<file path="src/verilog/adct_regs.vh">
// constants for the converter timing controller
// assumes one clock edge of the design clock stands for one cpu half-period
`ifndef ADCT_REGS_VH
`define ADCT_REGS_VH
`define ADCT_CC_MSB       4'hF
`define ADCT_CC_LSB       4'hE
`define ADCT_SC_MSB       4'hD
`define ADCT_SC_LSB       4'hC
`define ADCT_CNT_CLEAR    16'h0000
`define ADCT_CNT_FIRST    16'h0001
`define ADCT_CNT_STEP     16'h0001
`define ADCT_CC_CODE_24   2'h0
`define ADCT_CC_CODE_RSV  2'h1
`define ADCT_CC_CODE_96   2'h2
`define ADCT_CC_CODE_48   2'h3
`define ADCT_CC_HP_24     16'h0018
`define ADCT_CC_HP_48     16'h0030
`define ADCT_CC_HP_96     16'h0060
`define ADCT_SAMPLE_SC    16'h0002
`define ADCT_CONV_CC      16'h000E
`define ADCT_LOAD_HP      16'h0004
`define ADCT_CODE_ZERO    10'h000
`define ADCT_CODE_FULL    10'h3FF
`endif

</file>
<file path="src/verilog/adct_timing.v">
// converter timing controller: sample, conversion and result load sequencing
// assumes start, control word and analog code inputs synchronous to clock
`timescale 1ns/1ps
`default_nettype none
`include "adct_regs.vh"

// How it works
// - conversion clock field bits 15:14 gives 24, 96, 48 half-periods; 01 reserved.
// - sample clock field bits 13:12 multiplies conversion clock by 1, 2, 4, 8.
// - sampling lasts exactly two sample clock periods, fixed each time.
// - total time is 14 conversion clocks plus sample time plus 4 half-periods.
// - input is frozen once sampling ends.
// - below ground reads all zeros, above reference reads all ones.
// - every count is in cpu half-periods, one per clock edge.
// - sampling scales with both select fields, conversion with the conversion clock field only.
module adct_timing #(
  parameter DATA_W = 10
) (
  // clock and reset
  input  wire              clock,
  input  wire              rst,
  // control
  input  wire [15:0]       adc_control_word,
  input  wire              start,
  // analog front end, already quantised
  input  wire [DATA_W-1:0] ain_code,
  input  wire              ain_below,
  input  wire              ain_above,
  // status and result
  output reg               busy,
  output reg               sampling,
  output reg               done,
  output reg  [DATA_W-1:0] result
);

  // sequencer phases
  localparam ST_IDLE = 2'h0;
  localparam ST_SAMP = 2'h1;
  localparam ST_CONV = 2'h2;
  localparam ST_LOAD = 2'h3;

  // counter wide enough for the longest phase, 8 x 2 x 96 half-periods
  localparam CNT_W = 16;
  // one entry per sample clock select code
  localparam SEL_N = 4;

  // sequencer state and phase counter
  reg  [1:0]        state;
  reg  [1:0]        next_state;
  reg  [CNT_W-1:0]  cnt;
  reg  [CNT_W-1:0]  next_cnt;

  // settings latched when a conversion is taken
  reg  [CNT_W-1:0]  cc_hp;
  reg  [CNT_W-1:0]  next_cc_hp;
  reg  [1:0]        sc_sel;
  wire [1:0]        next_sc_sel;

  // sample frozen for the rest of the conversion
  reg  [DATA_W-1:0] held;
  reg  [DATA_W-1:0] next_held;
  reg  [DATA_W-1:0] clamp_code;

  // next values of the registered outputs
  reg               next_busy;
  reg               next_sampling;
  reg               next_done;
  reg  [DATA_W-1:0] next_result;

  // phase lengths and phase end strobes
  wire [CNT_W-1:0]  samp_base;
  wire [CNT_W-1:0]  samp_tab [0:SEL_N-1];
  wire [CNT_W-1:0]  samp_hp;
  wire [CNT_W-1:0]  conv_hp;
  wire              take;
  wire              samp_end;
  wire              conv_end;
  wire              load_end;

  // reserved code 01 runs as code 00 rather than stalling the sequencer
  always @* begin
    case (adc_control_word[`ADCT_CC_MSB:`ADCT_CC_LSB])
      `ADCT_CC_CODE_24: next_cc_hp = `ADCT_CC_HP_24;
      `ADCT_CC_CODE_96: next_cc_hp = `ADCT_CC_HP_96;
      `ADCT_CC_CODE_48: next_cc_hp = `ADCT_CC_HP_48;
      default:          next_cc_hp = `ADCT_CC_HP_24;
    endcase
  end

  assign next_sc_sel = adc_control_word[`ADCT_SC_MSB:`ADCT_SC_LSB];

  // two sample clock periods at select code 00
  assign samp_base = cc_hp * `ADCT_SAMPLE_SC;

  // sample length for each select code
  genvar gi;
  generate
    for (gi = 0; gi < SEL_N; gi = gi + 1) begin : g_samp
      assign samp_tab[gi] = samp_base << gi;
    end
  endgenerate

  assign samp_hp = samp_tab[sc_sel];
  assign conv_hp = cc_hp * `ADCT_CONV_CC;

  // one count per clock edge, each edge one half-period
  assign take     = (state == ST_IDLE) && start;
  assign samp_end = (cnt == samp_hp);
  assign conv_end = (cnt == conv_hp);
  assign load_end = (cnt == `ADCT_LOAD_HP);

  // below ground wins over above reference
  always @* begin
    if (ain_below)
      clamp_code = {DATA_W{1'b0}};
    else if (ain_above)
      clamp_code = {DATA_W{1'b1}};
    else
      clamp_code = ain_code;
  end

  always @* begin
    next_state    = state;
    next_cnt      = cnt;
    next_held     = held;
    next_busy     = busy;
    next_sampling = sampling;
    next_done     = 1'b0;
    next_result   = result;
    case (state)
      ST_IDLE: begin
        // a start while busy is ignored, not queued
        if (take) begin
          next_cnt      = `ADCT_CNT_FIRST;
          next_busy     = 1'b1;
          next_sampling = 1'b1;
          next_state    = ST_SAMP;
        end
      end
      ST_SAMP: begin
        if (samp_end) begin
          // later input changes cannot reach the result
          next_held     = clamp_code;
          next_sampling = 1'b0;
          next_cnt      = `ADCT_CNT_FIRST;
          next_state    = ST_CONV;
        end else begin
          next_cnt = cnt + `ADCT_CNT_STEP;
        end
      end
      ST_CONV: begin
        if (conv_end) begin
          next_cnt   = `ADCT_CNT_FIRST;
          next_state = ST_LOAD;
        end else begin
          next_cnt = cnt + `ADCT_CNT_STEP;
        end
      end
      ST_LOAD: begin
        if (load_end) begin
          next_result = held;
          next_done   = 1'b1;
          next_busy   = 1'b0;
          next_state  = ST_IDLE;
        end else begin
          next_cnt = cnt + `ADCT_CNT_STEP;
        end
      end
      default: begin
        next_state = ST_IDLE;
      end
    endcase
  end

  // settings only move on a taken start, so a mid-run write cannot stretch a conversion
  always @(posedge clock) begin
    if (rst) begin
      cc_hp  <= `ADCT_CC_HP_24;
      sc_sel <= 2'h0;
    end else if (take) begin
      cc_hp  <= next_cc_hp;
      sc_sel <= next_sc_sel;
    end
  end

  always @(posedge clock) begin
    if (rst) begin
      state <= ST_IDLE;
      cnt   <= `ADCT_CNT_CLEAR;
    end else begin
      state <= next_state;
      cnt   <= next_cnt;
    end
  end

  always @(posedge clock) begin
    if (rst) begin
      held <= {DATA_W{1'b0}};
    end else begin
      held <= next_held;
    end
  end

  always @(posedge clock) begin
    if (rst) begin
      busy     <= 1'b0;
      sampling <= 1'b0;
      done     <= 1'b0;
    end else begin
      busy     <= next_busy;
      sampling <= next_sampling;
      done     <= next_done;
    end
  end

  // result stands until the next load
  always @(posedge clock) begin
    if (rst) begin
      result <= {DATA_W{1'b0}};
    end else begin
      result <= next_result;
    end
  end

endmodule // adct_timing
`default_nettype wire
</file>
<file path="config.mk">
export PLATFORM = sky130hd
export DESIGN_NAME = adct_timing
export DESIGN_NICKNAME = d
export VERILOG_FILES = /design/src/verilog/adct_timing.v
export VERILOG_INCLUDE_DIRS = /design/src /design/src/verilog
export SDC_FILE = /design/constraint.sdc
export NUM_CORES = 1
export LEC_CHECK = 0
export BUFFER_PORTS_ARGS = -buffer_cell sky130_fd_sc_hd__buf_2
export CORE_MARGIN = 2
export CORE_UTILIZATION = 55
export DETAILED_ROUTE_END_ITERATION = 12
export PLACE_DENSITY_LB_ADDON = 0.12
export RECOVER_POWER = 25
export SYNTH_ARGS = -nofsm -noshare
export SYNTH_HDL_FRONTEND = slang
export SYNTH_SLANG_ARGS = --single-unit
</file>
<file path="constraint.sdc">
create_clock -name clock -period 4.05 [get_ports clock]
set_input_delay 0.81 -clock clock [delete_from_list [all_inputs] [get_ports clock]]
set_output_delay 0.81 -clock clock [all_outputs]
set_load 0.05 [all_outputs]
</file>
==> results of run 1 <==
[cells in the final DEF (no fill, tap or decap), types with 2 or more instances in the layout]
cell,count
dfxtp_1,47
nor2_1,36
nand2_1,31
a21oi_1,31
mux2i_1,22
buf_2,22
inv_1,17
nand3_1,13
ha_1,12
or3_1,10
clkbuf_1,10
nor3_1,8
xor2_1,8
o21ai_0,7
xnor2_1,7
a22o_1,5
and3_1,5
clkbuf_8,5
nand2b_1,4
nor4_1,4
fa_1,4
buf_4,4
nor2b_1,3
nand4_1,3
o31ai_1,2
nand3b_1,2
o21ai_1,2
a21o_1,2
or2_2,2
[state kept, by name (all words and copies together), names as in the netlist]
name,count
busy,1
sc_sel,2
held,10
result,10
sampling,1
cc_hp,4
cnt,16
state,2
done,1
[path summary, 6_finish.rpt]
check,endpoint,depth (start not counted)
hold reg to reg,held[2],2
setup reg to reg,cnt[3],14
hold / removal,held[2],2
setup / recovery,cnt[3],14
[power breakdown]
part | internal (W) | leakage (nW) | total [W] | switching [W]
Combinational | 0.000191 | 0.738 | 0.000455 | 0.000264
Sequential | 0.000491 | 0.381 | 0.000521 | 0.0000305
Clock | 0.000121 | 0.0412 | 0.000275 | 0.000154
Total | 0.000802 | 1.16 | 0.00125 | 0.000448
[final cells by class]
class	count	area [um^2]
Inverter	17	63.8
Fill cell	503	2020
Tap cell	70	87.6
Clock buffer	6	72.6
Timing Repair Buffer	35	174
Sequential cell	47	941
Multi-Input combinational cell	243	1640
Clock inverter	2	12.5
[cell families after synthesis]
family	after synthesis	synth area share [%]
AND/OR/NAND/NOR	131	23.7
AO/OA/AOI/OAI	57	12.2
flip-flops	47	33.4
buffers and inverters	37	8.79
multiplexers	24	9.14
adder cells (fa/ha/maj)	16	8.17
XOR/XNOR	15	4.66
[worst min-delay path: cells and delay by family (launching register included)]
kind | cells | cell delay [ns]
DFF | 1 | 0.32
AOI/OAI and AO/OA | 1 | 0.05
and+or+nand+nor | 1 | 0.05
[per-stage QoR]
stage | utilization [%] | total power, W | setup slack [ns] | hold slack (ns) | instance area [um^2]
6_report | 59.7 | 0.00125 | 0.406 | 0.452 | 2990
3_5_place_dp | 58.0 | 0.000983 | 0.186 | 0.443 | 2910
4_1_cts | 59.7 | 0.00126 | 0.138 | 0.455 | 2990
2_1_floorplan | - | 0.000896 | 0.687 | 0.429 | 2820
3_3_place_gp | 58.0 | 0.000971 | 0.291 | 0.441 | 2910
5_1_grt | 59.7 | 0.00135 | 0.112 | 0.477 | 2990
[what timing repair did]
action                                 CTS  global route
gates resized for setup                  0             1
setup endpoints to repair                0            11
endpoints found under the hold margin    0             0
[layer usage]
metal,vias to the layer above,share of wire (%),GRT usage [%]
met4,0,1.2,6.43
li1,1157,-,-
met1,1043,47,27.6
met2,47,47,34.3
met3,5,4.8,4.89
met5,-,0,0
==> flow_metrics.tcl, run 1 <==
set metrics [dict create \
    grt_pass1_vias 2084 \
    crit_path_start "cc_hp[4]" \
    postRouteAntennaNets 0 \
    die_w_um 75.6 \
    row_count 26 \
    yosysSeqAreaShare_pct 33.4 \
    synthFlopType "dfxtp_1" \
    gr-total-overflow 0 \
    synth.most_common_cell "dfxtp_1" \
    die_height_um 75.6 \
    ys_top_cells_by_count "dfxtp_1, nor2_1, a21oi_1, nand2_1, mux2i_1" \
    power_density_nw_per_um2 418 \
    cp_data_required_time_ns 4.24 \
    postCtsSetupRepairBufs 0 \
    synthesis.area_um2 2820 \
    cts_max_path_buffers 2 \
    tns_ns 0 \
    drcViolationCount 0 \
    yosys.area.top_type "dfxtp_1" \
    start_util_pct 56.3 \
    synthTopCellsByArea "dfxtp_1, mux2i_1, a21oi_1, ha_1, nor2_1" \
    firstDrtPassIters 4 \
    synth.distinct_cells 50 \
    grt_max_degree 39 \
    synth_top_area_share_pct 33.4 \
    hold_buffers 0 \
    cp_num_buf_inv 3 \
    reg2reg_slack_ns 0.41 \
    dp_cells 412 \
    place_congestion 0.796 \
    diodes 0 \
    leakage_nw 1.16 \
    hold_path_class "reg -> reg" \
    hold_violations 0 \
    crit_top_cell "inv_1" \
    cts_tree "built" \
    ys_ff_latch 47 \
    port_buffers 31 \
    tightest_slew_ns 0.842 \
    h-tree-depth 2 \
    die_area_um2 5710 \
    hp-start "held[2]" \
    finalWirelength_um 5400 \
    antenna_found_initial 0 \
    status "finished, final reports clean" \
    synth_edf_count 0 \
    clock_latency_ns 0.30 \
    core_area_um2 5010 \
    grt_util_all_layers_pct 21.0 \
    vias 2252 \
    postSynth.asyncResetShare_pct 0 \
    via_per_inst 5.36 \
    numClockSinks 47 \
    syn_inst 327 \
    crit_path_max_fanout 20 \
    max_freq_mhz 274 \
    cp_top_family "adder cells" \
    wl_per_cell_um 12.9 \
    clock_skew_ns 0.00515 \
    path_cells "inv_1 > fa_1 > inv_1 > ha_1 > inv_1 > fa_1 > xnor2_1 > nor4_1 > nand4_1 > o31ai_1 > and2_1 > a211oi_4 > a21o_1 > a22o_1" \
    clkTransAtPathRegs_ns 0.08 \
    fin_crit_ns 3.64 \
    finalMaxSlewViolations 0 \
    crit_path_start_kind "flip-flop" \
    post-dp-hpwl_um 3980 \
    rsz0062_at_grt "no" \
    drt_first_iter_violations 151 \
    syn_area_per_cell_um2 8.62 \
    syn-num-nets 374 \
    stdcell_count 420 \
    yosys_warnings 0 \
    period_share_pct 90.0 \
    root_buffer "clkbuf_8" \
    critPathMaxStageDelay_ns 0.51 \
    final_nets 396 \
    ir_worst_vdd_mv 0.203 \
    cap_violations 0 \
    critPathSlowestCell "fa_1" \
    relSlewSlack_pct 43.8 \
    grt_pass1_wl_um 9230 \
    critPathKind "reg -> reg" \
    io-pin-count 44 \
    r2r-start "cc_hp[4]" \
    critPathArrivalTime_ns 3.84 \
    area_growth_pct 6.04 \
    setup.worst_path.end_class "flip-flop" \
    cts_buffers 5 \
    drive_gt1_share_pct 12.6 \
    setup_viol 0 \
]
(Power assumes the default switching activity.)
==> run 2: changes to the inputs <==
--- a/config.mk
+++ b/config.mk
@@ -13,4 +13,5 @@
 export PLACE_DENSITY_LB_ADDON = 0.12
 export RECOVER_POWER = 25
+export SETUP_SLACK_MARGIN = 0.4
 export SYNTH_ARGS = -nofsm -noshare
 export SYNTH_HDL_FRONTEND = slang
==> constraint.sdc (replaced) <==
create_clock -name clock -period 4.05 [get_ports clock]
set_input_delay 0.81 -clock clock [delete_from_list [all_inputs] [get_ports clock]]
set_output_delay 0.81 -clock clock [all_outputs]
set_load 0.01 [all_outputs]
==> run 2 against run 1 <==
- non-clock buffer count stayed put
- clock skew hardly changed
- highest routed layer unchanged
- critical path type unchanged
- die area stayed put
- combinational power is 4% higher
==> flow_metrics.tcl, run 2 (synthesized netlist as in run 1, its figures left out) <==
set metrics [dict create \
    post-dp-hpwl_um 3980 \
    area_growth_pct 7.15 \
    drt_first_iter_violations 129 \
    layout_common_cells "dfxtp_1, nor2_1, nand2_1, a21oi_1, mux2i_1" \
    hp-start "held[2]" \
    multi_input_area_um2 1670 \
    post-route-util_pct 60.3 \
    ir_worst_vdd_mv 0.203 \
    postRouteAntennaNets 0 \
    setup.worst_path.end_class "flip-flop" \
    period_share_pct 84.6 \
    final_common_cell "dfxtp_1" \
    grt_pass1_wl_um 9230 \
    stdcell_count 421 \
    tightest_slew_ns 0.843 \
    clkTransAtPathRegs_ns 0.08 \
    reg2reg_slack_ns 0.62 \
    core_area_um2 5010 \
    hold_buffers 0 \
    wl_per_cell_um 13.3 \
    max_freq_mhz 292 \
    clock_latency_ns 0.30 \
    rsz0062_at_grt "no" \
    grt_pass1_vias 2068 \
    tns_ns 0 \
    cap_violations 0 \
    critPathArrivalTime_ns 3.62 \
    grt_max_degree 39 \
    grt_util_all_layers_pct 21.0 \
    finalMaxSlewViolations 0 \
    hold_path_class "reg -> reg" \
    fin_crit_ns 3.43 \
    top_register "cnt" \
    min_path_cells 2 \
    postCtsSetupRepairBufs 0 \
    io-pin-count 44 \
    antenna_found_initial 0 \
    crit_path_start_kind "flip-flop" \
    setup_viol 0 \
    drcViolationCount 0 \
    cts_max_path_buffers 2 \
    r2r_cells 14 \
    row_count 26 \
    r2r-start "cc_hp[4]" \
    root_buffer "clkbuf_8" \
    die_height_um 75.6 \
    critPathKind "reg -> reg" \
    via_per_inst 5.43 \
    diodes 0 \
    power_density_nw_per_um2 421 \
    firstDrtPassIters 4 \
    vias 2284 \
    die_w_um 75.6 \
    largest_reg_flops 16 \
    relSlewSlack_pct 43.7 \
    h-tree-depth 2 \
    r2r-end "cnt[3]" \
    die_area_um2 5710 \
    regArea_um2 941 \
    dp_cells 412 \
    final_nets 397 \
    clock_skew_ns 0.00528 \
    min_to "held[2]" \
    cts_tree "built" \
    status "finished, final reports clean" \
    finalWirelength_um 5590 \
    cts_buffers 5 \
    start_util_pct 56.3 \
    port_buffers 31 \
    top_regs "cnt (16), held (10), result (10)" \
    gr-total-overflow 0 \
    drive_gt1_share_pct 13.1 \
    fillers 497 \
    cp_data_required_time_ns 4.25 \
    leakage_nw 1.16 \
    place_congestion 0.796 \
    hold_violations 0 \
    crit_path_max_fanout 10 \
    numClockSinks 47 \
]
==> run 2: cell count changes in the layout (fill, tap and decap cells not counted), sizes merged <==
cell	change
a211oi	+1
clkbuf	+2
buf	-2
==> run 2: metrics by stage <==
step           hold slack, ns  instance area (um^2)  total power (W)  setup slack [ns]
5_1_grt                 0.477                  3020          0.00137             0.406
4_1_cts                 0.455                  3000          0.00125             0.404
6_report                0.452                  3020          0.00127             0.625
3_5_place_dp            0.443                  2910         0.000966             0.186
3_3_place_gp            0.441                  2910         0.000955             0.291
2_1_floorplan           0.429                  2820         0.000880             0.687
==> run 2: worst max path at each step <==
stage                    to      from  depth (start not counted)
CTS                  cnt[3]  cc_hp[4]                         14
floorplan            cnt[3]  cc_hp[4]                         15
global placement    cnt[15]  cc_hp[4]                         14
detailed placement  cnt[15]  cc_hp[4]                         14
finish               cnt[3]  cc_hp[4]                         14
global route         cnt[3]  cc_hp[4]                         14
==> run 2: power breakdown <==
group	internal, W	switching [W]
Clock	0.000121	0.000156
Sequential	0.000491	0.0000309
Combinational	0.000199	0.000274
Total	0.000811	0.000461
==> run 2: timing repair <==
action | 4_1_cts | 5_1_grt
pin swaps | 0 | 2
endpoints found under the setup margin | 12 | 16
cloned | 0 | 1
gates resized for setup | 1 | 5
==> run 2: layout make-up <==
type                       count  share of cell area, %
multi-input combinational    244                   55.3
sequential                    47                   31.2
timing repair buffer          35                   5.68
tap                           70                   2.90
clock buffer                   6                   2.40
inverter                      17                   2.11
clock inverter                 2                  0.414
==> run 2: routing by layer <==
layer / track usage (%) / wire, um / vias up
met4: 6.24 / 70 / 0
met1: 28.0 / 2520 / 1050
met3: 4.89 / 323 / 5
met5: 0 / 0 / -
li1: - / - / 1163
met2: 33.9 / 2680 / 66
==> run 2: critical path, cell delays in order (launching register included) <==
cell,delay (ns)
dfxtp_1,0.34
inv_1,0.09
fa_1,0.51
inv_1,0.05
ha_1,0.22
inv_1,0.07
fa_1,0.43
xnor2_1,0.15
nor4_2,0.23
nand4_1,0.19
o31ai_2,0.32
and2_4,0.23
a211oi_4,0.11
a21o_1,0.21
a22o_1,0.17
